## config.mk

```make
export PLATFORM = sky130hd
export DESIGN_NAME = lsm_line_status
export DESIGN_NICKNAME = d
export VERILOG_FILES = /design/src/design/lsm_pkg.sv /design/src/design/lsm_jit_if.sv /design/src/design/lsm_jit_peak.sv /design/src/design/lsm_line_status.sv
export SDC_FILE = /design/constraint.sdc
export NUM_CORES = 1
export LEC_CHECK = 0
export BUFFER_PORTS_ARGS = -buffer_cell sky130_fd_sc_hd__buf_2
export CORE_UTILIZATION = 59
export CTS_CLUSTER_DIAMETER = 150
export DETAILED_ROUTE_END_ITERATION = 8
export GPL_TIMING_DRIVEN = 0
export HOLD_SLACK_MARGIN = 0.12
export PLACE_DENSITY = 0.86
export SYNTH_ARGS = -nofsm -noshare
export SYNTH_HDL_FRONTEND = slang
export SYNTH_HIERARCHICAL = 1
export SYNTH_SLANG_ARGS = --single-unit
```

## constraint.sdc

```tcl
create_clock -name clock_i -period 8.7 [get_ports clock_i]
set_input_delay 1.74 -clock clock_i [delete_from_list [all_inputs] [get_ports clock_i]]
set_output_delay 1.74 -clock clock_i [all_outputs]
set_load 0.1 [all_outputs]
```

## src/design/lsm_pkg.sv

```systemverilog
// Constants, register map and field layout for the line status monitor
// How it works
// - Bit 2 of status register zero reads 1 while a line driver short is detected and 0 otherwise.
// - With its enable set, the driver fault flag raises an event on a rise, or on any change when its edge select is 1.
// - Bit 1 of status register zero reads 1 while an alarm indication signal is seen on the receive path.
// - With its enable set, the alarm indication flag raises an event on a rise, or on any change when edge select is 1.
// - Bit 0 of status register zero reads 1 while loss of signal is seen on the receive line pair.
// - With its enable set, the signal loss flag raises an event on a rise, or on any change when edge select is 1.
// - Status register zero is a read-only live view of the present condition and resets to 0; interrupt status is sticky.
// - Bits 4-0 of the attenuation register give the received attenuation code and bits 7-5 read 0.
// - With the transmit test select at 0, bits 6-0 of the transmit jitter register show the current measurement.
// - With the transmit test select at 1, it shows the peak-to-peak value since the last read, and a read restarts it.
// - With the receive test select at 0, bits 6-0 of the receive jitter register show the current measurement.
// - With the receive test select at 1, it shows the peak-to-peak value since the last read, and a read restarts it.
// - Each event sets a sticky interrupt status bit that software clears by writing 1 to it.
package lsm_pkg;
  // Wishbone geometry
  localparam int unsigned WB_ADDR_W = 8;
  localparam int unsigned WB_DATA_W = 32;
  localparam int unsigned WB_SEL_W = 4;
  localparam int unsigned IDX_W = 6;
  // Register indices; byte address is four times the index
  localparam logic [5:0] IDX_IRQ_EN = 6'h34;
  localparam logic [5:0] IDX_EDGE_SEL = 6'h35;
  localparam logic [5:0] IDX_STATUS_ZERO = 6'h36;
  localparam logic [5:0] IDX_ATTEN = 6'h37;
  localparam logic [5:0] IDX_TX_JIT = 6'h38;
  localparam logic [5:0] IDX_RX_JIT = 6'h39;
  localparam logic [5:0] IDX_IRQ_STATUS = 6'h3A;
  localparam logic [5:0] IDX_JIT_CTRL = 6'h3D;
  localparam logic [5:0] IDX_IRQ_CLEAR = 6'h3E;
  // Flag bit positions, shared by status, enable, edge select and interrupt status
  localparam int unsigned NUM_FLAGS = 3;
  localparam int unsigned BIT_SIG_LOSS = 0;
  localparam int unsigned BIT_ALARM_IND = 1;
  localparam int unsigned BIT_DRV_FAULT = 2;
  // Jitter control bit positions
  localparam int unsigned BIT_TX_TEST = 0;
  localparam int unsigned BIT_RX_TEST = 1;
  localparam int unsigned JIT_CTRL_W = 2;
  // Field widths
  localparam int unsigned ATT_WIDTH = 5;
  localparam int unsigned JIT_WIDTH = 7;
  // Reset values
  localparam logic [2:0] FLAGS_RST = 3'h0;
  localparam logic [1:0] JIT_CTRL_RST = 2'h0;
  localparam logic [31:0] WORD_ZERO = 32'h0000_0000;
endpackage

```

## src/design/lsm_jit_if.sv

```systemverilog
// Interface between the status bank and one jitter peak tracker
`timescale 1ns/1ns
interface lsm_jit_if #(
  parameter int unsigned W = 7
);
  logic [W-1:0] sample;
  logic test_sel;
  logic read_pulse;
  logic [W-1:0] value;
  modport meas (input sample, input test_sel, input read_pulse, output value);
  modport bank (output sample, output test_sel, output read_pulse, input value);
endinterface

```

## src/design/lsm_jit_peak.sv

```systemverilog
// Jitter reporter: current value or peak-to-peak since the last read
`timescale 1ns/1ns
module lsm_jit_peak import lsm_pkg::*; (
  // Clock, reset, enable
  input wire logic clock_i,
  input wire logic rst_i,
  input wire logic ce_i,
  // Measurement path
  lsm_jit_if.meas jit
);
  localparam int unsigned W = $bits(jit.sample);
  localparam logic [W-1:0] ALL_ONES = '1;
  localparam logic [W-1:0] ALL_ZERO = '0;

  logic [W-1:0] min_reg;
  logic [W-1:0] max_reg;
  logic [W-1:0] value_reg;
  logic [W-1:0] min_next;
  logic [W-1:0] max_next;
  logic [W-1:0] value_next;

  // A read restarts the window from the present sample, so the new span starts at zero
  assign min_next = jit.read_pulse ? jit.sample : ((jit.sample < min_reg) ? jit.sample : min_reg);
  assign max_next = jit.read_pulse ? jit.sample : ((jit.sample > max_reg) ? jit.sample : max_reg);
  assign value_next = jit.test_sel ? W'(max_next - min_next) : jit.sample;
  assign jit.value = value_reg;

  // Extremes start inverted so the first sample sets both
  always_ff @(posedge clock_i or posedge rst_i) begin
    if (rst_i) begin
      min_reg <= ALL_ONES;
      max_reg <= ALL_ZERO;
      value_reg <= ALL_ZERO;
    end else if (ce_i) begin
      min_reg <= min_next;
      max_reg <= max_next;
      value_reg <= value_next;
    end
  end

  AST_JIT_CURRENT: assert property (@(posedge clock_i) disable iff (rst_i)
    (ce_i && !jit.test_sel) |=> (jit.value == $past(jit.sample)))
    else $error("jitter current value not shown");
  AST_JIT_RESTART: assert property (@(posedge clock_i) disable iff (rst_i)
    (ce_i && jit.read_pulse && jit.test_sel) |=> (jit.value == ALL_ZERO))
    else $error("peak-to-peak not restarted by read");
  AST_JIT_GROWS: assert property (@(posedge clock_i) disable iff (rst_i)
    (ce_i && jit.test_sel && !jit.read_pulse && $past(ce_i) && $past(jit.test_sel))
      |=> (jit.value >= $past(jit.value)))
    else $error("peak-to-peak shrank without a read");
endmodule

```

## src/design/lsm_line_status.sv

```systemverilog
// Line status and jitter register bank with Wishbone slave and interrupt
//
// Local design decision: the Wishbone register port.
`timescale 1ns/1ns
module lsm_line_status import lsm_pkg::*; #(
  parameter int unsigned JIT_W = JIT_WIDTH,
  parameter int unsigned ATT_W = ATT_WIDTH
) (
  // Clock, reset, enable
  input wire logic clock_i,
  input wire logic rst_i,
  input wire logic ce_i,
  // Wishbone slave
  input wire logic wb_cyc_i,
  input wire logic wb_stb_i,
  input wire logic wb_we_i,
  input wire logic [WB_ADDR_W-1:0] wb_adr_i,
  input wire logic [WB_SEL_W-1:0] wb_sel_i,
  input wire logic [WB_DATA_W-1:0] wb_dat_i,
  output logic [WB_DATA_W-1:0] wb_dat_o,
  output logic wb_ack_o,
  // Analog detector levels, asynchronous
  input wire logic drv_short_i,
  input wire logic alarm_ind_i,
  input wire logic sig_loss_i,
  // Measurement words, on clock_i
  input wire logic [ATT_W-1:0] line_attenuation_code_i,
  input wire logic [JIT_W-1:0] tx_jitter_value_i,
  input wire logic [JIT_W-1:0] rx_jitter_value_i,
  // Interrupt
  output logic irq_o
);
  logic [NUM_FLAGS-1:0] raw_flags;
  logic [NUM_FLAGS-1:0] sync1_reg;
  logic [NUM_FLAGS-1:0] flag_reg;
  logic [NUM_FLAGS-1:0] flag_prev_reg;
  logic [NUM_FLAGS-1:0] irq_en_reg;
  logic [NUM_FLAGS-1:0] edge_sel_reg;
  logic [NUM_FLAGS-1:0] int_stat_reg;
  logic [NUM_FLAGS-1:0] int_stat_next;
  logic [NUM_FLAGS-1:0] evt;
  logic [NUM_FLAGS-1:0] clr_bits;
  logic [JIT_CTRL_W-1:0] jit_ctrl_reg;
  logic [ATT_W-1:0] att_reg;
  logic ack_reg;
  logic [WB_DATA_W-1:0] dat_reg;
  logic [WB_DATA_W-1:0] rd_word;
  logic [IDX_W-1:0] idx;
  logic req_take;
  logic wr_take;
  logic rd_take;
  logic hit_irq_en;
  logic hit_edge_sel;
  logic hit_status_zero;
  logic hit_atten;
  logic hit_tx_jit;
  logic hit_rx_jit;
  logic hit_irq_status;
  logic hit_jit_ctrl;
  logic hit_irq_clear;

  lsm_jit_if #(.W(JIT_W)) tx_jit ();
  lsm_jit_if #(.W(JIT_W)) rx_jit ();

  // Detector pins in their bit order
  assign raw_flags[BIT_SIG_LOSS] = sig_loss_i;
  assign raw_flags[BIT_ALARM_IND] = alarm_ind_i;
  assign raw_flags[BIT_DRV_FAULT] = drv_short_i;

  // Two-stage synchroniser; the status view is the live second stage, never a latched history
  always_ff @(posedge clock_i or posedge rst_i) begin
    if (rst_i) begin
      sync1_reg <= FLAGS_RST;
      flag_reg <= FLAGS_RST;
      flag_prev_reg <= FLAGS_RST;
    end else if (ce_i) begin
      sync1_reg <= raw_flags;
      flag_reg <= sync1_reg;
      flag_prev_reg <= flag_reg;
    end
  end

  // Attenuation code held in a flop so read data never sees a mid-cycle change
  always_ff @(posedge clock_i or posedge rst_i) begin
    if (rst_i) begin
      att_reg <= '0;
    end else if (ce_i) begin
      att_reg <= line_attenuation_code_i;
    end
  end

  // Bus decode; the word index is address bits 7-2, so the two low address bits are ignored
  assign idx = wb_adr_i[WB_ADDR_W-1:2];
  assign req_take = ce_i & wb_cyc_i & wb_stb_i & ~ack_reg;
  assign wr_take = req_take & wb_we_i & wb_sel_i[0];
  assign rd_take = req_take & ~wb_we_i;
  assign hit_irq_en = (idx == IDX_IRQ_EN);
  assign hit_edge_sel = (idx == IDX_EDGE_SEL);
  assign hit_status_zero = (idx == IDX_STATUS_ZERO);
  assign hit_atten = (idx == IDX_ATTEN);
  assign hit_tx_jit = (idx == IDX_TX_JIT);
  assign hit_rx_jit = (idx == IDX_RX_JIT);
  assign hit_irq_status = (idx == IDX_IRQ_STATUS);
  assign hit_jit_ctrl = (idx == IDX_JIT_CTRL);
  assign hit_irq_clear = (idx == IDX_IRQ_CLEAR);

  // Jitter trackers; a read of a jitter register restarts its peak window at the accepting edge
  assign tx_jit.sample = tx_jitter_value_i;
  assign tx_jit.test_sel = jit_ctrl_reg[BIT_TX_TEST];
  assign tx_jit.read_pulse = rd_take & hit_tx_jit;
  assign rx_jit.sample = rx_jitter_value_i;
  assign rx_jit.test_sel = jit_ctrl_reg[BIT_RX_TEST];
  assign rx_jit.read_pulse = rd_take & hit_rx_jit;

  lsm_jit_peak u_tx_jit (
    .clock_i(clock_i),
    .rst_i(rst_i),
    .ce_i(ce_i),
    .jit(tx_jit.meas)
  );

  lsm_jit_peak u_rx_jit (
    .clock_i(clock_i),
    .rst_i(rst_i),
    .ce_i(ce_i),
    .jit(rx_jit.meas)
  );

  // Read mux; status and unmapped words read zero in unused bits, clear register reads zero
  always_comb begin
    rd_word = WORD_ZERO;
    if (hit_irq_en) begin
      rd_word[NUM_FLAGS-1:0] = irq_en_reg;
    end else if (hit_edge_sel) begin
      rd_word[NUM_FLAGS-1:0] = edge_sel_reg;
    end else if (hit_status_zero) begin
      rd_word[NUM_FLAGS-1:0] = flag_reg;
    end else if (hit_atten) begin
      rd_word[ATT_W-1:0] = att_reg;
    end else if (hit_tx_jit) begin
      rd_word[JIT_W-1:0] = tx_jit.value;
    end else if (hit_rx_jit) begin
      rd_word[JIT_W-1:0] = rx_jit.value;
    end else if (hit_irq_status) begin
      rd_word[NUM_FLAGS-1:0] = int_stat_reg;
    end else if (hit_jit_ctrl) begin
      rd_word[JIT_CTRL_W-1:0] = jit_ctrl_reg;
    end
  end

  // One-cycle ack for every access, mapped or not; the ack_reg term forces a gap between requests
  always_ff @(posedge clock_i or posedge rst_i) begin
    if (rst_i) begin
      ack_reg <= 1'b0;
      dat_reg <= WORD_ZERO;
    end else if (ce_i) begin
      ack_reg <= req_take;
      if (rd_take) begin
        dat_reg <= rd_word;
      end
    end
  end

  assign wb_ack_o = ack_reg;
  assign wb_dat_o = dat_reg;

  // Writable control; status zero, attenuation and jitter words ignore writes, interrupt status is cleared by writing 1
  always_ff @(posedge clock_i or posedge rst_i) begin
    if (rst_i) begin
      irq_en_reg <= FLAGS_RST;
      edge_sel_reg <= FLAGS_RST;
      jit_ctrl_reg <= JIT_CTRL_RST;
    end else if (wr_take) begin
      if (hit_irq_en) begin
        irq_en_reg <= wb_dat_i[NUM_FLAGS-1:0];
      end
      if (hit_edge_sel) begin
        edge_sel_reg <= wb_dat_i[NUM_FLAGS-1:0];
      end
      if (hit_jit_ctrl) begin
        jit_ctrl_reg <= wb_dat_i[JIT_CTRL_W-1:0];
      end
    end
  end

  // Event per enabled flag: rise always qualifies, fall only with edge select set
  for (genvar i = 0; i < NUM_FLAGS; i++) begin : g_evt
    assign evt[i] = irq_en_reg[i] & ((flag_reg[i] & ~flag_prev_reg[i]) |
                                     (edge_sel_reg[i] & ~flag_reg[i] & flag_prev_reg[i]));

    AST_EVT_RISE: assert property (@(posedge clock_i) disable iff (rst_i)
      (ce_i && irq_en_reg[i] && flag_reg[i] && !flag_prev_reg[i]) |=> int_stat_reg[i])
      else $error("rising flag did not set interrupt status");
    AST_EVT_FALL: assert property (@(posedge clock_i) disable iff (rst_i)
      (ce_i && irq_en_reg[i] && edge_sel_reg[i] && !flag_reg[i] && flag_prev_reg[i]) |=> int_stat_reg[i])
      else $error("falling flag with any-change select did not set status");
    AST_EVT_QUIET: assert property (@(posedge clock_i) disable iff (rst_i)
      (ce_i && !int_stat_reg[i] && (!irq_en_reg[i] || (!edge_sel_reg[i] && !flag_reg[i])))
        |=> !int_stat_reg[i])
      else $error("interrupt status set without a qualifying event");
    AST_W1C: assert property (@(posedge clock_i) disable iff (rst_i)
      (wr_take && (hit_irq_status || hit_irq_clear) && wb_dat_i[i] && !evt[i]) |=> !int_stat_reg[i])
      else $error("write of one did not clear interrupt status");
  end

  // Sticky status; an event in the clearing cycle wins over the clear
  assign clr_bits = (wr_take && (hit_irq_status || hit_irq_clear)) ? wb_dat_i[NUM_FLAGS-1:0] : FLAGS_RST;
  assign int_stat_next = (int_stat_reg & ~clr_bits) | evt;

  always_ff @(posedge clock_i or posedge rst_i) begin
    if (rst_i) begin
      int_stat_reg <= FLAGS_RST;
    end else if (ce_i) begin
      int_stat_reg <= int_stat_next;
    end
  end

  // Level interrupt; enable gating is applied when events are taken, so status alone drives it
  assign irq_o = |int_stat_reg;

  AST_FLAG_SYNC: assert property (@(posedge clock_i) disable iff (rst_i)
    ($past(ce_i) && $past(ce_i, 2) && $past(!rst_i) && $past(!rst_i, 2) && $past(!rst_i, 3))
      |-> (flag_reg == $past(raw_flags, 2)))
    else $error("flag does not follow detector after two stages");
  AST_STATUS_READ: assert property (@(posedge clock_i) disable iff (rst_i)
    (rd_take && hit_status_zero) |=> (wb_ack_o && wb_dat_o == {29'h0, $past(flag_reg)}))
    else $error("status zero read data wrong");
  AST_ATTEN_READ: assert property (@(posedge clock_i) disable iff (rst_i)
    (rd_take && hit_atten) |=> (wb_dat_o[WB_DATA_W-1:ATT_W] == '0 && wb_dat_o[ATT_W-1:0] == $past(att_reg)))
    else $error("attenuation read data wrong");
  AST_IRQ_EVT: assert property (@(posedge clock_i) disable iff (rst_i)
    (ce_i && (evt != FLAGS_RST)) |=> irq_o)
    else $error("interrupt not raised after event");
  AST_IRQ_LOW: assert property (@(posedge clock_i) disable iff (rst_i)
    (ce_i && evt == FLAGS_RST && wr_take && hit_irq_clear && (wb_dat_i[NUM_FLAGS-1:0] | ~int_stat_reg) == 3'h7)
      |=> !irq_o)
    else $error("interrupt still high after full clear");
  AST_ACK_PULSE: assert property (@(posedge clock_i) disable iff (rst_i)
    (wb_ack_o && ce_i) |=> !wb_ack_o)
    else $error("ack held for more than one cycle");
endmodule

```

# == Word-level counts from Yosys, hierarchy flattened ==
# Cells that the tools add are included.
# op_classes
bitwise_logic,34
n_mul,0
n_lt_le_gt_ge,4
mux,25
reduce_logical,7
n_div,0
n_shift,0
add_sub_neg,2
eq_ne,9
# op_table
operator,n
7-bit two-way mux,11
"6-bit == test, second input constant",9
1-bit bitwise AND,20
4-bit two-way mux,4
3-bit two-way mux,5
7-bit greater-than comparator,2
7-bit less-than comparator,2
7-bit subtractor,2
1-bit inverter,8
2-bit AND reduction,4
2-bit two-way mux,3
5-bit two-way mux,1
3-bit bitwise AND,1
3-bit inverter,1
1-bit bitwise OR,3
3-bit bitwise OR,1
3-bit OR reduction,1
1-bit logical AND,1
1-bit logical OR,1
1-bit two-way mux,1
# word_totals
mem_count,0
inputBits,72
elab_cells,97
register_bits,75
romBits,0
ram_bits,0
output_inout_bits,34
latch_bits,0

# == Depth between registers and ports, before layout ==
# depth
word_depth,10
ltp_mapped,18
depth_no_buf,17

# == Cells and area by module ==
# Netlist, hierarchy kept.
# by_module_without_submodules
mod,n_inst,area_per_inst_um2,seq_area_each_um2,cells_each
lsm_jit_peak,2,1669.1,534.3,166
lsm_line_status,1,1959.4,825.8,185

# == Worst setup path after synthesis ==
# OpenSTA, ideal clock, no wires.
# synth_path
path_kind,input to register
startpoint,input port wb_adr_i[3]
endpoint,register u_tx_jit.value_reg[6] (netlist: u_tx_jit/jit.value[6])
stages,16
path_slack_ns,3.682
n_path_buf,2
required_time_ns,8.569
arrival_ns,4.886
setup_time_ns,0.131
cell_sequence,buf_4 > buf_2 > nor3_1 > and2_1 > or4_4 > o21ai_0 > inv_1 > nand2_1 > o21ai_0 > fa_1 > a21o_1 > a21oi_1 > o21bai_1 > a21oi_1 > nor4_1 > or3b_1
# synth_between
elab_chain_cells,5
word_cells_on_any_way,6
cone_classes,add/sub (1); eq/ne (1); mux (3); bitwise (1)
# synth_lines
item,line_no,rtl
from (decl),lsm_line_status.sv:17,"input wire logic [WB_ADDR_W-1:0] wb_adr_i,"
6-bit == test,lsm_line_status.sv:101,assign hit_tx_jit = (idx == IDX_TX_JIT);
1-bit bitwise AND,lsm_line_status.sv:110,assign tx_jit.read_pulse = rd_take & hit_tx_jit;
named net tx_jit.read_pulse,lsm_jit_if.sv:8,logic read_pulse;
7-bit two-way mux,lsm_jit_peak.sv:24,assign max_next = jit.read_pulse ? jit.sample : ((jit.sample > max_reg) ? jit.sample : max_reg);
named net u_tx_jit.max_next[1],lsm_jit_peak.sv:19,logic [W-1:0] max_next;
7-bit subtractor,lsm_jit_peak.sv:25,assign value_next = jit.test_sel ? W'(max_next - min_next) : jit.sample;
7-bit two-way mux,lsm_jit_peak.sv:25,
to (signal assigned),lsm_jit_peak.sv:37,value_reg <= value_next;
to (decl),lsm_jit_peak.sv:17,logic [W-1:0] value_reg;
# The timed path passes the listed nets, and every way through them passes these cells.
# A chain may end at the register's enable or synchronous reset.

# == Final worst setup path ==
# layout_path
startpoint,input port wb_adr_i[4]
endpoint,register u_tx_jit.value_reg[6] (netlist: u_tx_jit/jit.value[6])
# The elaborated chain is that of the path after synthesis.

==> flow_metrics.env <==
export IMPL_status="finished, final reports clean"
export IMPL_postRouteAntennaNets=0
export IMPL_finalSetupViolCount=0
export IMPL_hold_viol_final=0
export IMPL_crit_reg2reg_launch="wb_ack_o$_DFFE_PP0P_"
export IMPL_viasPerCell=5.75
export IMPL_vdd_drop_max_mv=0.229
export IMPL_setup_worst_path_class="input port to flop"
export IMPL_drc=0
export IMPL_p_per_area_nw_per_um2=324
export IMPL_synthDistinctLibCells=62
export IMPL_reg2reg_depth=15
export IMPL_worstSetupStartpoint="wb_adr_i[4]"
export IMPL_synth_edf_count=0
export IMPL_p_sw_uw=821
export IMPL_portBuffers=45
export IMPL_regArea_um2=1890
export IMPL_post_synth_top_area_fraction=0.288
export IMPL_start_util=0.607
export IMPL_slew_viol_final=0
export IMPL_cts_tree="built"
export IMPL_maxCapViolations=0
export IMPL_grt_overflow=0
export IMPL_min_path_type="flop to flop"
export IMPL_dp_hpwl_um=8790
export IMPL_cts_hold_buf=0
export IMPL_synthCells=517
export IMPL_antenna_found_initial=0
export IMPL_fin_setup_tns_ns=0
export IMPL_clk_pin_slew_ns=0.08
export IMPL_p_total_mw=1.95
export IMPL_ios=106
export IMPL_placementRows=34
export IMPL_nets=710
export IMPL_ys_warn_count=6
export IMPL_place_congestion=0.863
export IMPL_firstDrtPassIters=5
export IMPL_postCtsSetupRepairBufs=0
export IMPL_grt_pass1_wl_um=19900
export IMPL_sw_frac_of_total=0.422
export IMPL_synth_largest_area_cell="dfrtp_1"
export IMPL_die_h_um=96.8
export IMPL_synthTopCellsByArea="dfrtp_1 (29%), mux2_2 (11%), ha_1 (9.0%)"
export IMPL_clock_power_share=0.169
export IMPL_drive_gt1_frac=0.323
export IMPL_antenna_cells=0
export IMPL_cp_max_fo=10
export IMPL_cts_resized_gates=0
export IMPL_wl_per_cell_um=16.4
export IMPL_cts_sinks=75
export IMPL_worst_setup_path_end_kind="flop"
export IMPL_syn_avg_cell_area_um2=10.2
export IMPL_crit_path_start_kind="input port"
export IMPL_skew_ns=0.00823
export IMPL_grt_start_max_net_pins=34
export IMPL_worstSkewPairLatency_ns=0.35
export IMPL_power_frac_comb=0.559
export IMPL_final_fill_count=658
export IMPL_cts_root_buf="clkbuf_8"
export IMPL_post_route_min_period_ns=5.28
export IMPL_async_flop_share=1.00
export IMPL_cts_buffers=9
export IMPL_core_area_um2=8720
export IMPL_route_vias_total=4090
export IMPL_p_leak_nw=2.88
export IMPL_grt_pass1_vias=4096
export IMPL_yosysSeqAreaShare=0.358
export IMPL_yosys_most_used_dff="dfrtp_1"
export IMPL_wl_um=11700
export IMPL_rsz0062_at_grt="no"
export IMPL_dieArea_um2=9360
export IMPL_worst_pin_slew_ns=0.847
export IMPL_cp_required_ns=8.94
export IMPL_multiInputGateArea_um2=3010
export IMPL_p_int_mw=1.13
export IMPL_r2r_end="u_rx_jit/jit.value[6]$_DFFE_PP0P_"
export IMPL_synth_seq_cells=75
export IMPL_grt_usage=0.264
export IMPL_ff2ff_setup_slack_ns=4.58
export IMPL_fmax_mhz=189
export IMPL_area_growth_synth_to_final_pct=13.6
export IMPL_cts_max_level=3
export IMPL_first_iter_violations=263
export IMPL_clockBufferDepth=2
export IMPL_seqPwrFrac=0.272
export IMPL_syn_area_um2=5300
export IMPL_die_x_um=96.8
export IMPL_worstSetupEndpoint="u_tx_jit/jit.value[6]$_DFFE_PP0P_"
export IMPL_cp_arrival_ns=5.52
export IMPL_fin_crit_sh=0.607
export IMPL_slew_headroom=0.434
-- worst min-delay path by stage --
| stage | start | end | slack [ns] | cells after the start |
|---|---|---|---|---|
| floorplan | sync1_reg[0]$_DFFE_PP0P_ | flag_reg[0]$_DFFE_PP0P_ | 0.45 | 2 |
| global placement | sync1_reg[0]$_DFFE_PP0P_ | flag_reg[0]$_DFFE_PP0P_ | 0.46 | 2 |
| detailed placement | u_tx_jit/min_reg[0]$_DFFE_PP1P_ | u_tx_jit/min_reg[0]$_DFFE_PP1P_ | 0.48 | 2 |
| CTS | u_tx_jit/min_reg[0]$_DFFE_PP1P_ | u_tx_jit/min_reg[0]$_DFFE_PP1P_ | 0.50 | 2 |
| global route | u_tx_jit/max_reg[3]$_DFFE_PP0P_ | u_tx_jit/max_reg[3]$_DFFE_PP0P_ | 0.52 | 1 |
| finish | u_tx_jit/min_reg[0]$_DFFE_PP1P_ | u_tx_jit/min_reg[0]$_DFFE_PP1P_ | 0.50 | 2 |
-- cells in the final DEF (no fill, tap or decap), types with 4 or more instances in the layout --
master,instances
dfrtp_1,61
buf_2,53
mux2_2,53
inv_1,43
ha_1,38
nor2_1,32
nand2_1,31
a21oi_1,31
buf_4,26
o21ai_0,26
conb_1,25
mux2i_1,22
dfstp_2,14
clkbuf_8,9
xnor2_1,8
nand2b_1,7
o21bai_1,6
a31oi_1,6
a21o_1,6
nand4_1,6
nand3_1,4
nand3b_1,4
nor3b_1,4
a211o_1,4
buf_6,4
-- per-stage QoR --
step	util	worst slack [ns]	std cells	hold slack (ns)	cell area, µm²
after global routing	0.690	3.24	711	0.518	6020
after floorplan	-	3.68	541	0.449	5390
after global placement	0.659	3.22	694	0.457	5750
final	0.690	3.42	711	0.496	6020
after CTS	0.687	3.48	710	0.496	5990
after detailed placement	0.659	3.11	694	0.484	5750
-- synth_stat cells, drive strengths merged (3+ instances only) --
library cell,n
nor4,4
buf,40
nand4b,3
o21bai,6
ha,38
dfstp,14
nor2,33
a32o,3
a31oi,6
nand4,6
inv,44
a21o,6
nand3,4
nand2,33
o31ai,4
a211o,4
a21oi,33
nor3,4
o21ai,26
xnor2,8
nand2b,7
dfrtp,61
nor3b,4
a211oi,5
and2,3
nand3b,6
mux2i,22
mux2,53
-- worst max-delay path: stages --
cell	delay, ns
buf_2	0.11
buf_2	0.19
nand4b_1	0.19
nor3_1	0.10
and2_1	0.19
or4_4	0.59
o21ai_0	0.22
inv_1	0.26
nand2_1	0.11
o21ai_0	0.17
fa_1	0.47
a21o_1	0.17
a21oi_1	0.26
o21bai_1	0.10
a21oi_1	0.21
nor4_1	0.08
or3b_1	0.35
-- area by class of cell --
class	count	share of cell area
timing repair buffer	46	0.0420
tap	108	0.0225
multi-input combinational	379	0.501
clock inverter	6	0.0187
inverter	44	0.0275
clock buffer	10	0.0212
sequential	75	0.315
buffer	43	0.0522
-- layer usage --
metal | wire length [µm] | share of wire | up-vias | GRT usage
met3 | 577 | 0.049 | 16 | 0.0527
li1 | - | - | 1964 | -
met4 | 136 | 0.012 | 0 | 0.0643
met2 | 5840 | 0.50 | 137 | 0.453
met1 | 5100 | 0.44 | 1973 | 0.343
met5 | 0 | 0 | - | 0
-- power groups by stage --
stage	logic, mW	clock network [mW]	registers [mW]
after detailed placement	1.06	0	0.534
after global routing	1.19	0.353	0.541
final	1.09	0.330	0.529
after CTS	1.08	0.337	0.528
after floorplan	0.838	0	0.554
after global placement	1.00	0	0.527
-- cells by family (layout without fill, tap and decap cells) --
kind of cell / after synthesis / after routing / share of synthesized area
multiplexers: 75 / 75 / 0.154
AO/OA/AOI/OAI: 109 / 109 / 0.148
adder cells (fa/ha/maj): 40 / 40 / 0.0973
flip-flops: 75 / 75 / 0.358
XOR/XNOR: 10 / 10 / 0.0165
buffers and inverters: 87 / 149 / 0.0905
AND/OR/NAND/NOR: 120 / 120 / 0.135
other: 1 / 25 / 0.000708
Note: power is estimated with default switching activity, not from simulation.
